<file path="src/rtl/rcdt_map.vh">
`ifndef RCDT_MAP_VH
`define RCDT_MAP_VH
// Register byte offsets
`define RCDT_ADDR_START_STOP 8'h0e
`define RCDT_ADDR_CONTROL 8'h0f
`define RCDT_ADDR_RELOAD_HI 8'h10
`define RCDT_ADDR_RELOAD_LO 8'h11
`define RCDT_ADDR_COUNT_HI 8'h12
`define RCDT_ADDR_COUNT_LO 8'h13
`define RCDT_ADDR_IRQ_STATUS 8'h40
`define RCDT_ADDR_IRQ_MASK 8'h41
// Control field positions
`define RCDT_CTL_STOP_RX 7
`define RCDT_CTL_START_HI 5
`define RCDT_CTL_START_LO 4
`define RCDT_CTL_AUTO_RELOAD 3
`define RCDT_CTL_CLK_HI 1
`define RCDT_CTL_CLK_LO 0
// Writable control bits; reserved bits read zero
`define RCDT_CTL_WMASK 8'hbb
// Start/stop register positions
`define RCDT_SS_RUN_BIT 4
`define RCDT_SS_MASK_BIT 0
// Start modes
`define RCDT_START_NONE 2'b00
`define RCDT_START_TX_END 2'b01
`define RCDT_START_TRIM 2'b10
`define RCDT_START_TRIM_UF 2'b11
// Clock selections
`define RCDT_CLK_FAST 2'b00
`define RCDT_CLK_SLOW 2'b01
`define RCDT_CLK_TIMER3 2'b10
`define RCDT_CLK_TIMER2 2'b11
// Bits of a frame after which reception stops the timer
`define RCDT_STOP_RX_BITS 3'd4
// Reset values
`define RCDT_RST_CONTROL 8'h00
`define RCDT_RST_RELOAD 8'h00
`define RCDT_RST_MASK 8'h00
// Interrupt status bit positions
`define RCDT_IRQ_UNDERFLOW 0
`define RCDT_IRQ_STOPPED 1
`endif

</file>
<file path="src/rtl/rcdt_timer.v">
// Behaviour
// - Stop-on-receive halts timer after four received bits
// - Stop-on-receive clear: reception never halts timer
// - Trimming modes ignore stop-on-receive bit
// - Mode 00 no autostart; 01 starts at transmit end
// - Trimming modes start and stop on rising edges
// - Auto-reload: reload value at zero, keep counting, except start mode 10, which holds at zero
// - No auto-reload: stop halted at zero, except start mode 10, which holds at zero and keeps running
// - Underflow sets the interrupt request flag
// - Clock select 00 fast, 01 slow tick
// - Clock select 10 timer3, 11 timer2 underflow
// - Reload bytes copied into counter at start
// - Reload writes do not disturb a running count
// - Live count readable as high and low bytes
// - Start/stop write changes run flag only where masked
// - Running state reported in start/stop bit 4
`timescale 1ns/1ps
`include "rcdt_map.vh"
module rcdt_timer (
    input wire sys_clk_i, // System clock, 100 MHz
    input wire resetn_i, // Async reset, active low
    input wire [7:0] addr_i, // Register byte address
    input wire [7:0] wdata_i, // Write data
    input wire wr_i, // Write strobe
    input wire rd_i, // Read strobe
    output reg [7:0] rdata_o, // Read data, cycle after the strobe
    input wire tick_fast_i, // Pulse per 13.56 MHz input period
    input wire tick_slow_i, // Pulse per 211.875 kHz input period
    input wire timer3_uf_i, // Underflow pulse of the third timer
    input wire timer2_uf_i, // Underflow pulse of the second timer
    input wire tx_end_i, // Pulse at end of a transmission
    input wire rx_bit_i, // Pulse per received bit
    input wire rx_active_i, // High while a frame is received
    input wire osc_trim_i, // Oscillator trimming level, asynchronous
    output reg underflow_o, // One-cycle pulse on underflow
    output wire running_o, // Timer running flag
    output wire irq_o // Level interrupt
);
    reg [7:0] ctrl_r;
    reg [7:0] reload_hi_r;
    reg [7:0] reload_lo_r;
    reg [15:0] count_r;
    reg [15:0] count_nxt;
    reg run_r;
    reg run_nxt;
    reg [2:0] rx_bits_r;
    reg [1:0] irq_stat_r;
    reg [1:0] irq_stat_nxt;
    reg [1:0] irq_mask_r;
    reg tick;
    reg uf_nxt;
    reg stop_evt;
    reg rx_stop;

    wire trim_edge;
    wire stop_rx = ctrl_r[`RCDT_CTL_STOP_RX];
    wire auto_rl = ctrl_r[`RCDT_CTL_AUTO_RELOAD];
    wire [1:0] start_mode = ctrl_r[`RCDT_CTL_START_HI:`RCDT_CTL_START_LO];
    wire [1:0] clk_sel = ctrl_r[`RCDT_CTL_CLK_HI:`RCDT_CTL_CLK_LO];
    wire trim_mode = start_mode[1];
    wire [15:0] reload_value = {reload_hi_r, reload_lo_r};

    // Address compare, shared by the write and read paths
    function hit;
        input [7:0] a;
        input [7:0] ref_addr;
        begin
            hit = (a == ref_addr);
        end
    endfunction

    // Trimming edges come from another clock, so synchronise first
    rcdt_sync2 u_trim_sync (
        .sys_clk_i(sys_clk_i),
        .resetn_i(resetn_i),
        .async_i(osc_trim_i),
        .level_o(),
        .rise_o(trim_edge)
    );

    wire ss_wr = wr_i & hit(addr_i, `RCDT_ADDR_START_STOP);
    wire sw_touch = ss_wr & wdata_i[`RCDT_SS_MASK_BIT];
    wire sw_val = wdata_i[`RCDT_SS_RUN_BIT];
    wire stat_rd = rd_i & hit(addr_i, `RCDT_ADDR_IRQ_STATUS);

    // Counting input select
    always @* begin
        case (clk_sel)
            `RCDT_CLK_FAST: tick = tick_fast_i;
            `RCDT_CLK_SLOW: tick = tick_slow_i;
            `RCDT_CLK_TIMER3: tick = timer3_uf_i;
            `RCDT_CLK_TIMER2: tick = timer2_uf_i;
            default: tick = 1'b0;
        endcase
    end

    // Reception stop: fourth bit of the frame, never in trimming modes
    always @* begin
        rx_stop = stop_rx & ~trim_mode & rx_bit_i & rx_active_i
                  & (rx_bits_r == `RCDT_STOP_RX_BITS - 3'd1);
    end

    // Run and count next state; software start/stop has highest priority
    always @* begin
        run_nxt = run_r;
        count_nxt = count_r;
        uf_nxt = 1'b0;
        stop_evt = 1'b0;
        if (sw_touch) begin
            run_nxt = sw_val;
            if (sw_val && !run_r) begin
                count_nxt = reload_value;
            end
            stop_evt = run_r & ~sw_val;
        end else if (!run_r) begin
            if ((start_mode == `RCDT_START_TX_END && tx_end_i) ||
                    (trim_mode && trim_edge)) begin
                run_nxt = 1'b1;
                count_nxt = reload_value;
            end
        end else if (trim_mode && trim_edge) begin
            run_nxt = 1'b0;
            stop_evt = 1'b1;
        end else if (rx_stop) begin
            run_nxt = 1'b0;
            stop_evt = 1'b1;
        end else if (tick) begin
            if (count_r == 16'h0000) begin
                // Trimming without underflow simply holds at zero
                if (start_mode != `RCDT_START_TRIM) begin
                    uf_nxt = 1'b1;
                    if (auto_rl) begin
                        count_nxt = reload_value;
                    end else begin
                        run_nxt = 1'b0;
                        stop_evt = 1'b1;
                    end
                end
            end else begin
                count_nxt = count_r - 16'h0001;
            end
        end
    end

    // Status flags: a hardware set wins over the clearing read
    always @* begin
        irq_stat_nxt = irq_stat_r;
        if (stat_rd) begin
            irq_stat_nxt = 2'b00;
        end
        if (uf_nxt) begin
            irq_stat_nxt[`RCDT_IRQ_UNDERFLOW] = 1'b1;
        end
        if (stop_evt) begin
            irq_stat_nxt[`RCDT_IRQ_STOPPED] = 1'b1;
        end
    end

    // Timer state
    always @(posedge sys_clk_i or negedge resetn_i) begin
        if (!resetn_i) begin
            run_r <= 1'b0;
            count_r <= 16'h0000;
            underflow_o <= 1'b0;
            irq_stat_r <= 2'b00;
            rx_bits_r <= 3'd0;
        end else begin
            run_r <= run_nxt;
            count_r <= count_nxt;
            underflow_o <= uf_nxt;
            irq_stat_r <= irq_stat_nxt;
            // Bits counted per frame; saturates so only the fourth one fires
            if (!rx_active_i) begin
                rx_bits_r <= 3'd0;
            end else if (rx_bit_i && rx_bits_r != `RCDT_STOP_RX_BITS) begin
                rx_bits_r <= rx_bits_r + 3'd1;
            end
        end
    end

    // Software registers; reload writes land only in the holding bytes
    always @(posedge sys_clk_i or negedge resetn_i) begin
        if (!resetn_i) begin
            ctrl_r <= `RCDT_RST_CONTROL;
            reload_hi_r <= `RCDT_RST_RELOAD;
            reload_lo_r <= `RCDT_RST_RELOAD;
            irq_mask_r <= 2'b00;
        end else if (wr_i) begin
            if (hit(addr_i, `RCDT_ADDR_CONTROL)) begin
                ctrl_r <= wdata_i & `RCDT_CTL_WMASK;
            end
            if (hit(addr_i, `RCDT_ADDR_RELOAD_HI)) begin
                reload_hi_r <= wdata_i;
            end
            if (hit(addr_i, `RCDT_ADDR_RELOAD_LO)) begin
                reload_lo_r <= wdata_i;
            end
            if (hit(addr_i, `RCDT_ADDR_IRQ_MASK)) begin
                irq_mask_r <= wdata_i[1:0];
            end
        end
    end

    // Read path; unmapped addresses return zero
    always @(posedge sys_clk_i or negedge resetn_i) begin
        if (!resetn_i) begin
            rdata_o <= 8'h00;
        end else if (rd_i) begin
            case (addr_i)
                `RCDT_ADDR_START_STOP: rdata_o <= {3'b000, run_r, 4'h0};
                `RCDT_ADDR_CONTROL: rdata_o <= ctrl_r;
                `RCDT_ADDR_RELOAD_HI: rdata_o <= reload_hi_r;
                `RCDT_ADDR_RELOAD_LO: rdata_o <= reload_lo_r;
                `RCDT_ADDR_COUNT_HI: rdata_o <= count_r[15:8];
                `RCDT_ADDR_COUNT_LO: rdata_o <= count_r[7:0];
                `RCDT_ADDR_IRQ_STATUS: rdata_o <= {6'h00, irq_stat_r};
                `RCDT_ADDR_IRQ_MASK: rdata_o <= {6'h00, irq_mask_r};
                default: rdata_o <= 8'h00;
            endcase
        end else begin
            rdata_o <= 8'h00;
        end
    end

    assign running_o = run_r;
    assign irq_o = |(irq_stat_r & irq_mask_r);
endmodule // rcdt_timer

</file>
<file path="src/rtl/rcdt_sync2.v">
`timescale 1ns/1ps
// Two-stage synchroniser with a rising edge detect behind the second stage
module rcdt_sync2 (
    input wire sys_clk_i, // System clock
    input wire resetn_i, // Async reset, active low
    input wire async_i, // Level from another domain
    output wire level_o, // Synchronised level
    output wire rise_o // One-cycle pulse on a rising edge
);
    reg meta_r;
    reg sync_r;
    reg prev_r;

    // The first stage feeds only the second, to contain metastability
    always @(posedge sys_clk_i or negedge resetn_i) begin
        if (!resetn_i) begin
            meta_r <= 1'b0;
            sync_r <= 1'b0;
            prev_r <= 1'b0;
        end else begin
            meta_r <= async_i;
            sync_r <= meta_r;
            prev_r <= sync_r;
        end
    end

    assign level_o = sync_r;
    assign rise_o = sync_r & ~prev_r;
endmodule // rcdt_sync2

</file>
<file path="config.mk">
export PLATFORM = sky130hd
export DESIGN_NAME = rcdt_timer
export DESIGN_NICKNAME = d
export VERILOG_FILES = /design/src/rtl/rcdt_timer.v /design/src/rtl/rcdt_sync2.v
export VERILOG_INCLUDE_DIRS = /design/src /design/src/rtl
export SDC_FILE = /design/constraint.sdc
export NUM_CORES = 1
export LEC_CHECK = 0
export BUFFER_PORTS_ARGS = -buffer_cell sky130_fd_sc_hd__buf_2
export CORE_AREA = 2 2 84 94
export CTS_BUF_LIST = sky130_fd_sc_hd__clkbuf_4
export CTS_CLUSTER_SIZE = 16
export DETAILED_ROUTE_END_ITERATION = 6
export DIE_AREA = 0 0 86 96
export SLEW_MARGIN = 20
export SYNTH_ARGS = -nofsm -noshare
export SYNTH_HDL_FRONTEND = slang
export SYNTH_HIERARCHICAL = 1
export SYNTH_SLANG_ARGS = --single-unit
export TNS_END_PERCENT = 1
</file>
<file path="constraint.sdc">
create_clock -name sys_clk_i -period 5.05 [get_ports sys_clk_i]
set_input_delay 0.505 -clock sys_clk_i [delete_from_list [all_inputs] [get_ports sys_clk_i]]
set_output_delay 0.505 -clock sys_clk_i [all_outputs]
set_load 0.05 [all_outputs]
</file>
Yosys cells after proc, flatten, opt, wreduce, memory -nomap -nowiden. Index checks and enable logic that the tools add are counted.

Logic and storage cells: 110. Bits of input ports: 28. Register bits after elaboration: 58. Output and inout bits: 11.

Add/subtract/negate cells: 2. Muxes and demuxes: 42. Bitwise logic cells: 13. Equality and inequality tests: 22. Reduce and logical (&&, ||, !) cells: 17.

Operators with widths (count): $mux W16 (10); $pmux W8 S8 (1); $eq A8 B5 Y1 const B (4); $mux W1 (26); $eq A8 B4 Y1 const B (2); $eq A8 B7 Y1 const B (2); $logic_not A16 Y1 (1); $sub A16 B1 Y16 const B (1); $and A1 B1 Y1 (9); $mux W8 (1); $reduce_and A2 Y1 (4); $reduce_and A7 Y1 (1); $mux W3 (2); $ne A3 B3 Y1 const B (2); $eq A2 B1 Y1 const B (2); $eq A2 B2 Y1 const B (2); $logic_and A1 B1 Y1 (4); $ne A2 B1 Y1 const B (2); $ne A4 B3 Y1 const B (1); $ne A4 B4 Y1 const B (1); $pmux W1 S4 (1); $reduce_bool A2 Y1 (2); $add A3 B1 Y3 const B (1); $eq A3 B2 Y1 const B (1); other kinds (11) (13).

Depth between registers and ports, before layout.
Depth after elaboration: 10. Depth in mapped cells: 10. Mapped depth without buffers: 8.

By module. Netlist, hierarchy kept.

Modules (own cells, without submodules): rcdt_timer (sequential area each 1376.3 um2, cells an instance 298, area an instance 3109.2 um2, instances 1); rcdt_sync2 (sequential area each 75.1 um2, cells an instance 4, area an instance 88.8 um2, instances 1).

Least setup slack after synthesis. No wires, ideal clock.

Path type: input to register. Start point: input addr_i[5]. End point: register irq_mask_r[0]. Path slack: 2898 ps. Buffers on the path: 0. Arrival: 2027 ps. Stages: 4. Cells stage by stage: or4_4 > nor4b_2 > and3_1 > mux2_2.

Word-level cells in the longest chain between the ends: 2.

Ends and longest elaborated chain: start, declared (line rcdt_timer.v:22) `input wire [7:0] addr_i,`; $eq A8 B7 Y1 (line rcdt_timer.v:68) `hit = (a == ref_addr);`; $reduce_and A2 Y1 (no source line); end signal, assigned (line rcdt_timer.v:199) `irq_mask_r <= wdata_i[1:0];`; end, declared (line rcdt_timer.v:49) `reg [1:0] irq_mask_r;`.

Every way passes these cells. A chain may end at the register's enable or synchronous reset.

Worst setup path in the final report.
Start point: register count_r[0]. End point: register count_r[12].

Word-level cells in the longest chain between the ends: 7.

Ends and longest elaborated chain: start, declared (line rcdt_timer.v:42) `reg [15:0] count_r;`; start signal, assigned (line rcdt_timer.v:169) `count_r <= count_nxt;`; $sub A16 B1 Y16 / $logic_not A16 Y1 (equally long branches) (line rcdt_timer.v:140, rcdt_timer.v:128); $mux W16 (line rcdt_timer.v:128) `if (count_r == 16'h0000) begin`; $mux W16 (line rcdt_timer.v:127) `end else if (tick) begin`; $mux W16 (line rcdt_timer.v:124) `end else if (rx_stop) begin`; $mux W16 (line rcdt_timer.v:121) `end else if (trim_mode && trim_edge) begin`; $mux W16 (line rcdt_timer.v:115) `end else if (!run_r) begin`; $mux W16 (line rcdt_timer.v:109) `if (sw_touch) begin`.

Parallel ways exist; a longest one is shown, timed or not. The select of a mux whose other input is x is not followed.

==> flow_metrics.env <==
export IMPL_outcome="completed"
export IMPL_io_buffers=38
export IMPL_grt_pass1_wl_mm=12.7
export IMPL_ff2ff_setup_slack_ps=2520
export IMPL_clock_latency_ps=420
export IMPL_clkTransAtPathRegs_ps=110
export IMPL_dr_pass1_iters=4
export IMPL_initial_core_util=0.438
export IMPL_fillers=691
export IMPL_die_w_um=86
export IMPL_avgSynthCellArea_um2=10.6
export IMPL_grt_overflow_total=0
export IMPL_yosysWarnings=6
export IMPL_hold_depth=1
export IMPL_hold_path_class="primary input to register"
export IMPL_crit_fanout=31
export IMPL_reg2reg_from="count_r[0]$_DFFE_PN0P_"
export IMPL_grt_util_met3=0.0437
export IMPL_worstPathCellList="inv_1 > ha_1 > nor4b_1 > nand4_1 > and3_1 > o21ai_0 > a21oi_1 > a21oi_1"
export IMPL_synth_area_leader_cell="dfrtp_1"
export IMPL_htree_levels=3
export IMPL_criticalPathCategory="register to register"
export IMPL_endpoint_kind="register"
export IMPL_ys_types=57
export IMPL_async_flop_share=1.00
export IMPL_grt_usage=0.205
export IMPL_antenna_found_initial=0
export IMPL_cts_made_buffers=9
export IMPL_die_h_um=96
export IMPL_drc=0
export IMPL_coreArea_um2=7310
export IMPL_leakagePower_nw=1.64
export IMPL_via_per_inst=5.90
export IMPL_crit_buf_inv=1
export IMPL_finalClockSkew_ps=16.7
export IMPL_period_minus_slack_ps=2530
export IMPL_grt_busiest_layer="met2"
export IMPL_drt_initial_drc_count=207
export IMPL_slowest_delay_ps=820
export IMPL_maxSlewViolCount=0
export IMPL_worstPathRequired_ps=5340
export IMPL_use_met1=0.271
export IMPL_post_route_period_util=0.500
export IMPL_timing_rr_end="count_r[12]$_DFFE_PN0P_"
export IMPL_synth_top_cell_area_share=0.454
export IMPL_power_frac_seq=0.480
export IMPL_min_to="u_trim_sync/meta_r$_DFF_PN0_"
export IMPL_setup_viol=0
export IMPL_ant_nets=0
export IMPL_pwr_density_cell_nw_per_um2=396
export IMPL_vias=2543
export IMPL_crit_slowest_cell="and3_1"
export IMPL_timing_final_hold_violations=0
export IMPL_critPathMostFrequentCell="a21oi_1"
export IMPL_antennaDiodeCount=0
export IMPL_start_kind="register"
export IMPL_place_hpwl_mm=5.46
export IMPL_grt_util_met2=0.322
export IMPL_synthCells=302
export IMPL_min_from="osc_trim_i"
export IMPL_comb_power_share=0.319
export IMPL_cts_tree="yes"
export IMPL_critPathArrivalTime_ps=2810
export IMPL_gp_congestion=0.829
export IMPL_p_clk_frac=0.201
export IMPL_drv_cap=0
export IMPL_ys_ff_latch=58
export IMPL_postCtsHoldBufs=0
export IMPL_synth_nets=335
export IMPL_cts_resized=0
export IMPL_sw_frac_of_total=0.406
export IMPL_p_sw_mw=0.569
export IMPL_wl_per_cell_um=17.7
export IMPL_crit_family="simple AND/OR/NAND/NOR gates"
export IMPL_row_count=33
export IMPL_wl_mm=7.65
export IMPL_nets=372
export IMPL_max_freq_ghz=0.396
export IMPL_io_pins=39
export IMPL_cts_root_buf="clkbuf_4"
export IMPL_cts_sinks=58
export IMPL_grt_pass1_vias=2450
export IMPL_ys_flop_type="dfrtp_1"
export IMPL_cts_max_path_buffers=2
export IMPL_cts_setup_buffers=0
export IMPL_yosys_top_cells_area="dfrtp_1 (45%), mux2_2 (7.7%), a21oi_1 (4.7%)"
export IMPL_drive_gt1_frac=0.282
export IMPL_worst_hold_slack_ps=194
export IMPL_area_growth_pct=10.7
export IMPL_synth_seq_area_share=0.454
export IMPL_intPower_mw=0.833
export IMPL_grt_start_max_net_pins=59
export IMPL_rsz0062_at_grt="false"
export IMPL_synth_edf_count=0
export IMPL_vdd_drop_max_uv=136
export IMPL_design_die_area_um2=8260
export IMPL_slew_headroom=0.386
export IMPL_setup_tns_ps=0
export IMPL_syn_area_um2=3200
export IMPL_reg2regPathDepth=8
export IMPL_tightest_slew_ps=921
[flip-flops by register name, summed over array words and instances, names as in the netlist, 2 cells and up]
| register | flops |
|---|---|
| reload_hi_r | 8 |
| irq_stat_r | 2 |
| ctrl_r | 6 |
| reload_lo_r | 8 |
| rx_bits_r | 3 |
| count_r | 16 |
| irq_mask_r | 2 |
| rdata_o | 8 |
[power by group through the flow]
stage / sequential, mW / combinational [mW] / clock (mW)
5_1_grt: 0.692 / 0.509 / 0.311
6_report: 0.674 / 0.447 / 0.282
3_5_place_dp: 0.680 / 0.447 / 0
4_1_cts: 0.672 / 0.448 / 0.288
2_1_floorplan: 0.635 / 0.376 / 0
3_3_place_gp: 0.680 / 0.439 / 0
[kinds of logic after synthesis]
| family | after synthesis | synth area share |
|---|---|---|
| muxes | 35 | 0.142 |
| xor gates and xnor gates | 1 | 0.00274 |
| adders and majority gates | 5 | 0.0196 |
| AOI/OAI and AO/OA | 83 | 0.166 |
| and+or+nand+nor | 98 | 0.181 |
| DFF | 58 | 0.454 |
| buffers and inverters | 22 | 0.0344 |
[worst max path at each step]
stage	from	to	slack, ps	cells after the start
floorplan	addr_i[5]	irq_mask_r[0]$_DFFE_PN0P_	2900	4
CTS	count_r[0]$_DFFE_PN0P_	count_r[12]$_DFFE_PN0P_	2530	8
global route	count_r[0]$_DFFE_PN0P_	count_r[12]$_DFFE_PN0P_	2240	8
global placement	addr_i[5]	reload_hi_r[6]$_DFFE_PN0P_	2290	6
finish	count_r[0]$_DFFE_PN0P_	count_r[12]$_DFFE_PN0P_	2520	8
detailed placement	addr_i[5]	reload_hi_r[3]$_DFFE_PN0P_	2280	6
[worst register-to-register path, stage by stage, from the launching register on]
cell     delay, ps
dfrtp_1        420
inv_1          100
ha_1           220
nor4b_1        150
nand4_1        220
and3_1         820
o21ai_0        220
a21oi_1        200
a21oi_1         60
[per-stage QoR]
stage                     setup WS (ps)  std cells   util  power (mW)  instance area [um^2]
after detailed placement           2280        415  0.470        1.13                  3430
after floorplan                    2900        302      -        1.01                  3200
final                              2520        431  0.485        1.40                  3540
after CTS                          2530        431  0.485        1.41                  3540
after global placement             2290        415  0.470        1.12                  3430
after global routing               2240        431  0.485        1.51                  3540
[Yosys cell counts, drive strengths merged (2+ instances only)]
| cell | instances |
|---|---|
| and2 | 4 |
| mux2i | 2 |
| or4 | 4 |
| clkbuf | 4 |
| a21o | 2 |
| a222oi | 4 |
| nand3 | 11 |
| mux2 | 30 |
| nand4 | 3 |
| o21ai | 21 |
| a22o | 8 |
| o2bb2ai | 3 |
| inv | 8 |
| nand3b | 2 |
| nor4b | 2 |
| buf | 10 |
| and3b | 2 |
| a21oi | 30 |
| nor2b | 4 |
| nor2 | 22 |
| mux4 | 3 |
| ha | 5 |
| nor4 | 5 |
| nor3 | 6 |
| a211oi | 2 |
| nand2b | 6 |
| and3 | 7 |
| dfrtp | 58 |
| nand2 | 12 |
| nor3b | 4 |
| a22oi | 3 |
[layer usage]
metal / up-vias / share of wire
met5: - / 0
met4: 0 / 0.030
met3: 16 / 0.060
met2: 72 / 0.46
met1: 1245 / 0.45
li1: 1210 / -
[cell type report]
class                           instances  area [um^2]  share of cell area
Clock buffer                           10         75.1              0.0212
Clock inverter                          6         33.8             0.00954
Inverter                                8         30.0             0.00848
Multi-Input combinational cell        222         1640               0.462
Sequential cell                        58         1450               0.410
Tap cell                               87          109              0.0307
Timing Repair Buffer                   40          205              0.0580
[cells in the final DEF, fill, tap and decap left out, types with 2 or more instances in the layout]
cell type and instances:
a22o_1 8, nor3b_1 2, a222oi_1 4, nand3_1 11, nor3b_2 2, nor2_1 22
dfrtp_1 58, nor2b_1 3, nand2b_1 6, nor3_1 6, o2bb2ai_1 3, inv_1 8
nand2_1 10, mux2i_1 2, nor4_1 5, buf_4 2, a21oi_1 30, mux4_2 3
clkinv_1 2, or4_1 3, o21ai_0 21, clkbuf_4 10, a21o_1 2, ha_1 5
nand3b_1 2, nand4_1 3, buf_2 38, mux2_4 8, a22oi_1 3, mux2_2 22
and2_1 4, a211oi_1 2, and3_1 7, clkinv_2 2
Note: power is estimated with default switching activity, not from simulation.
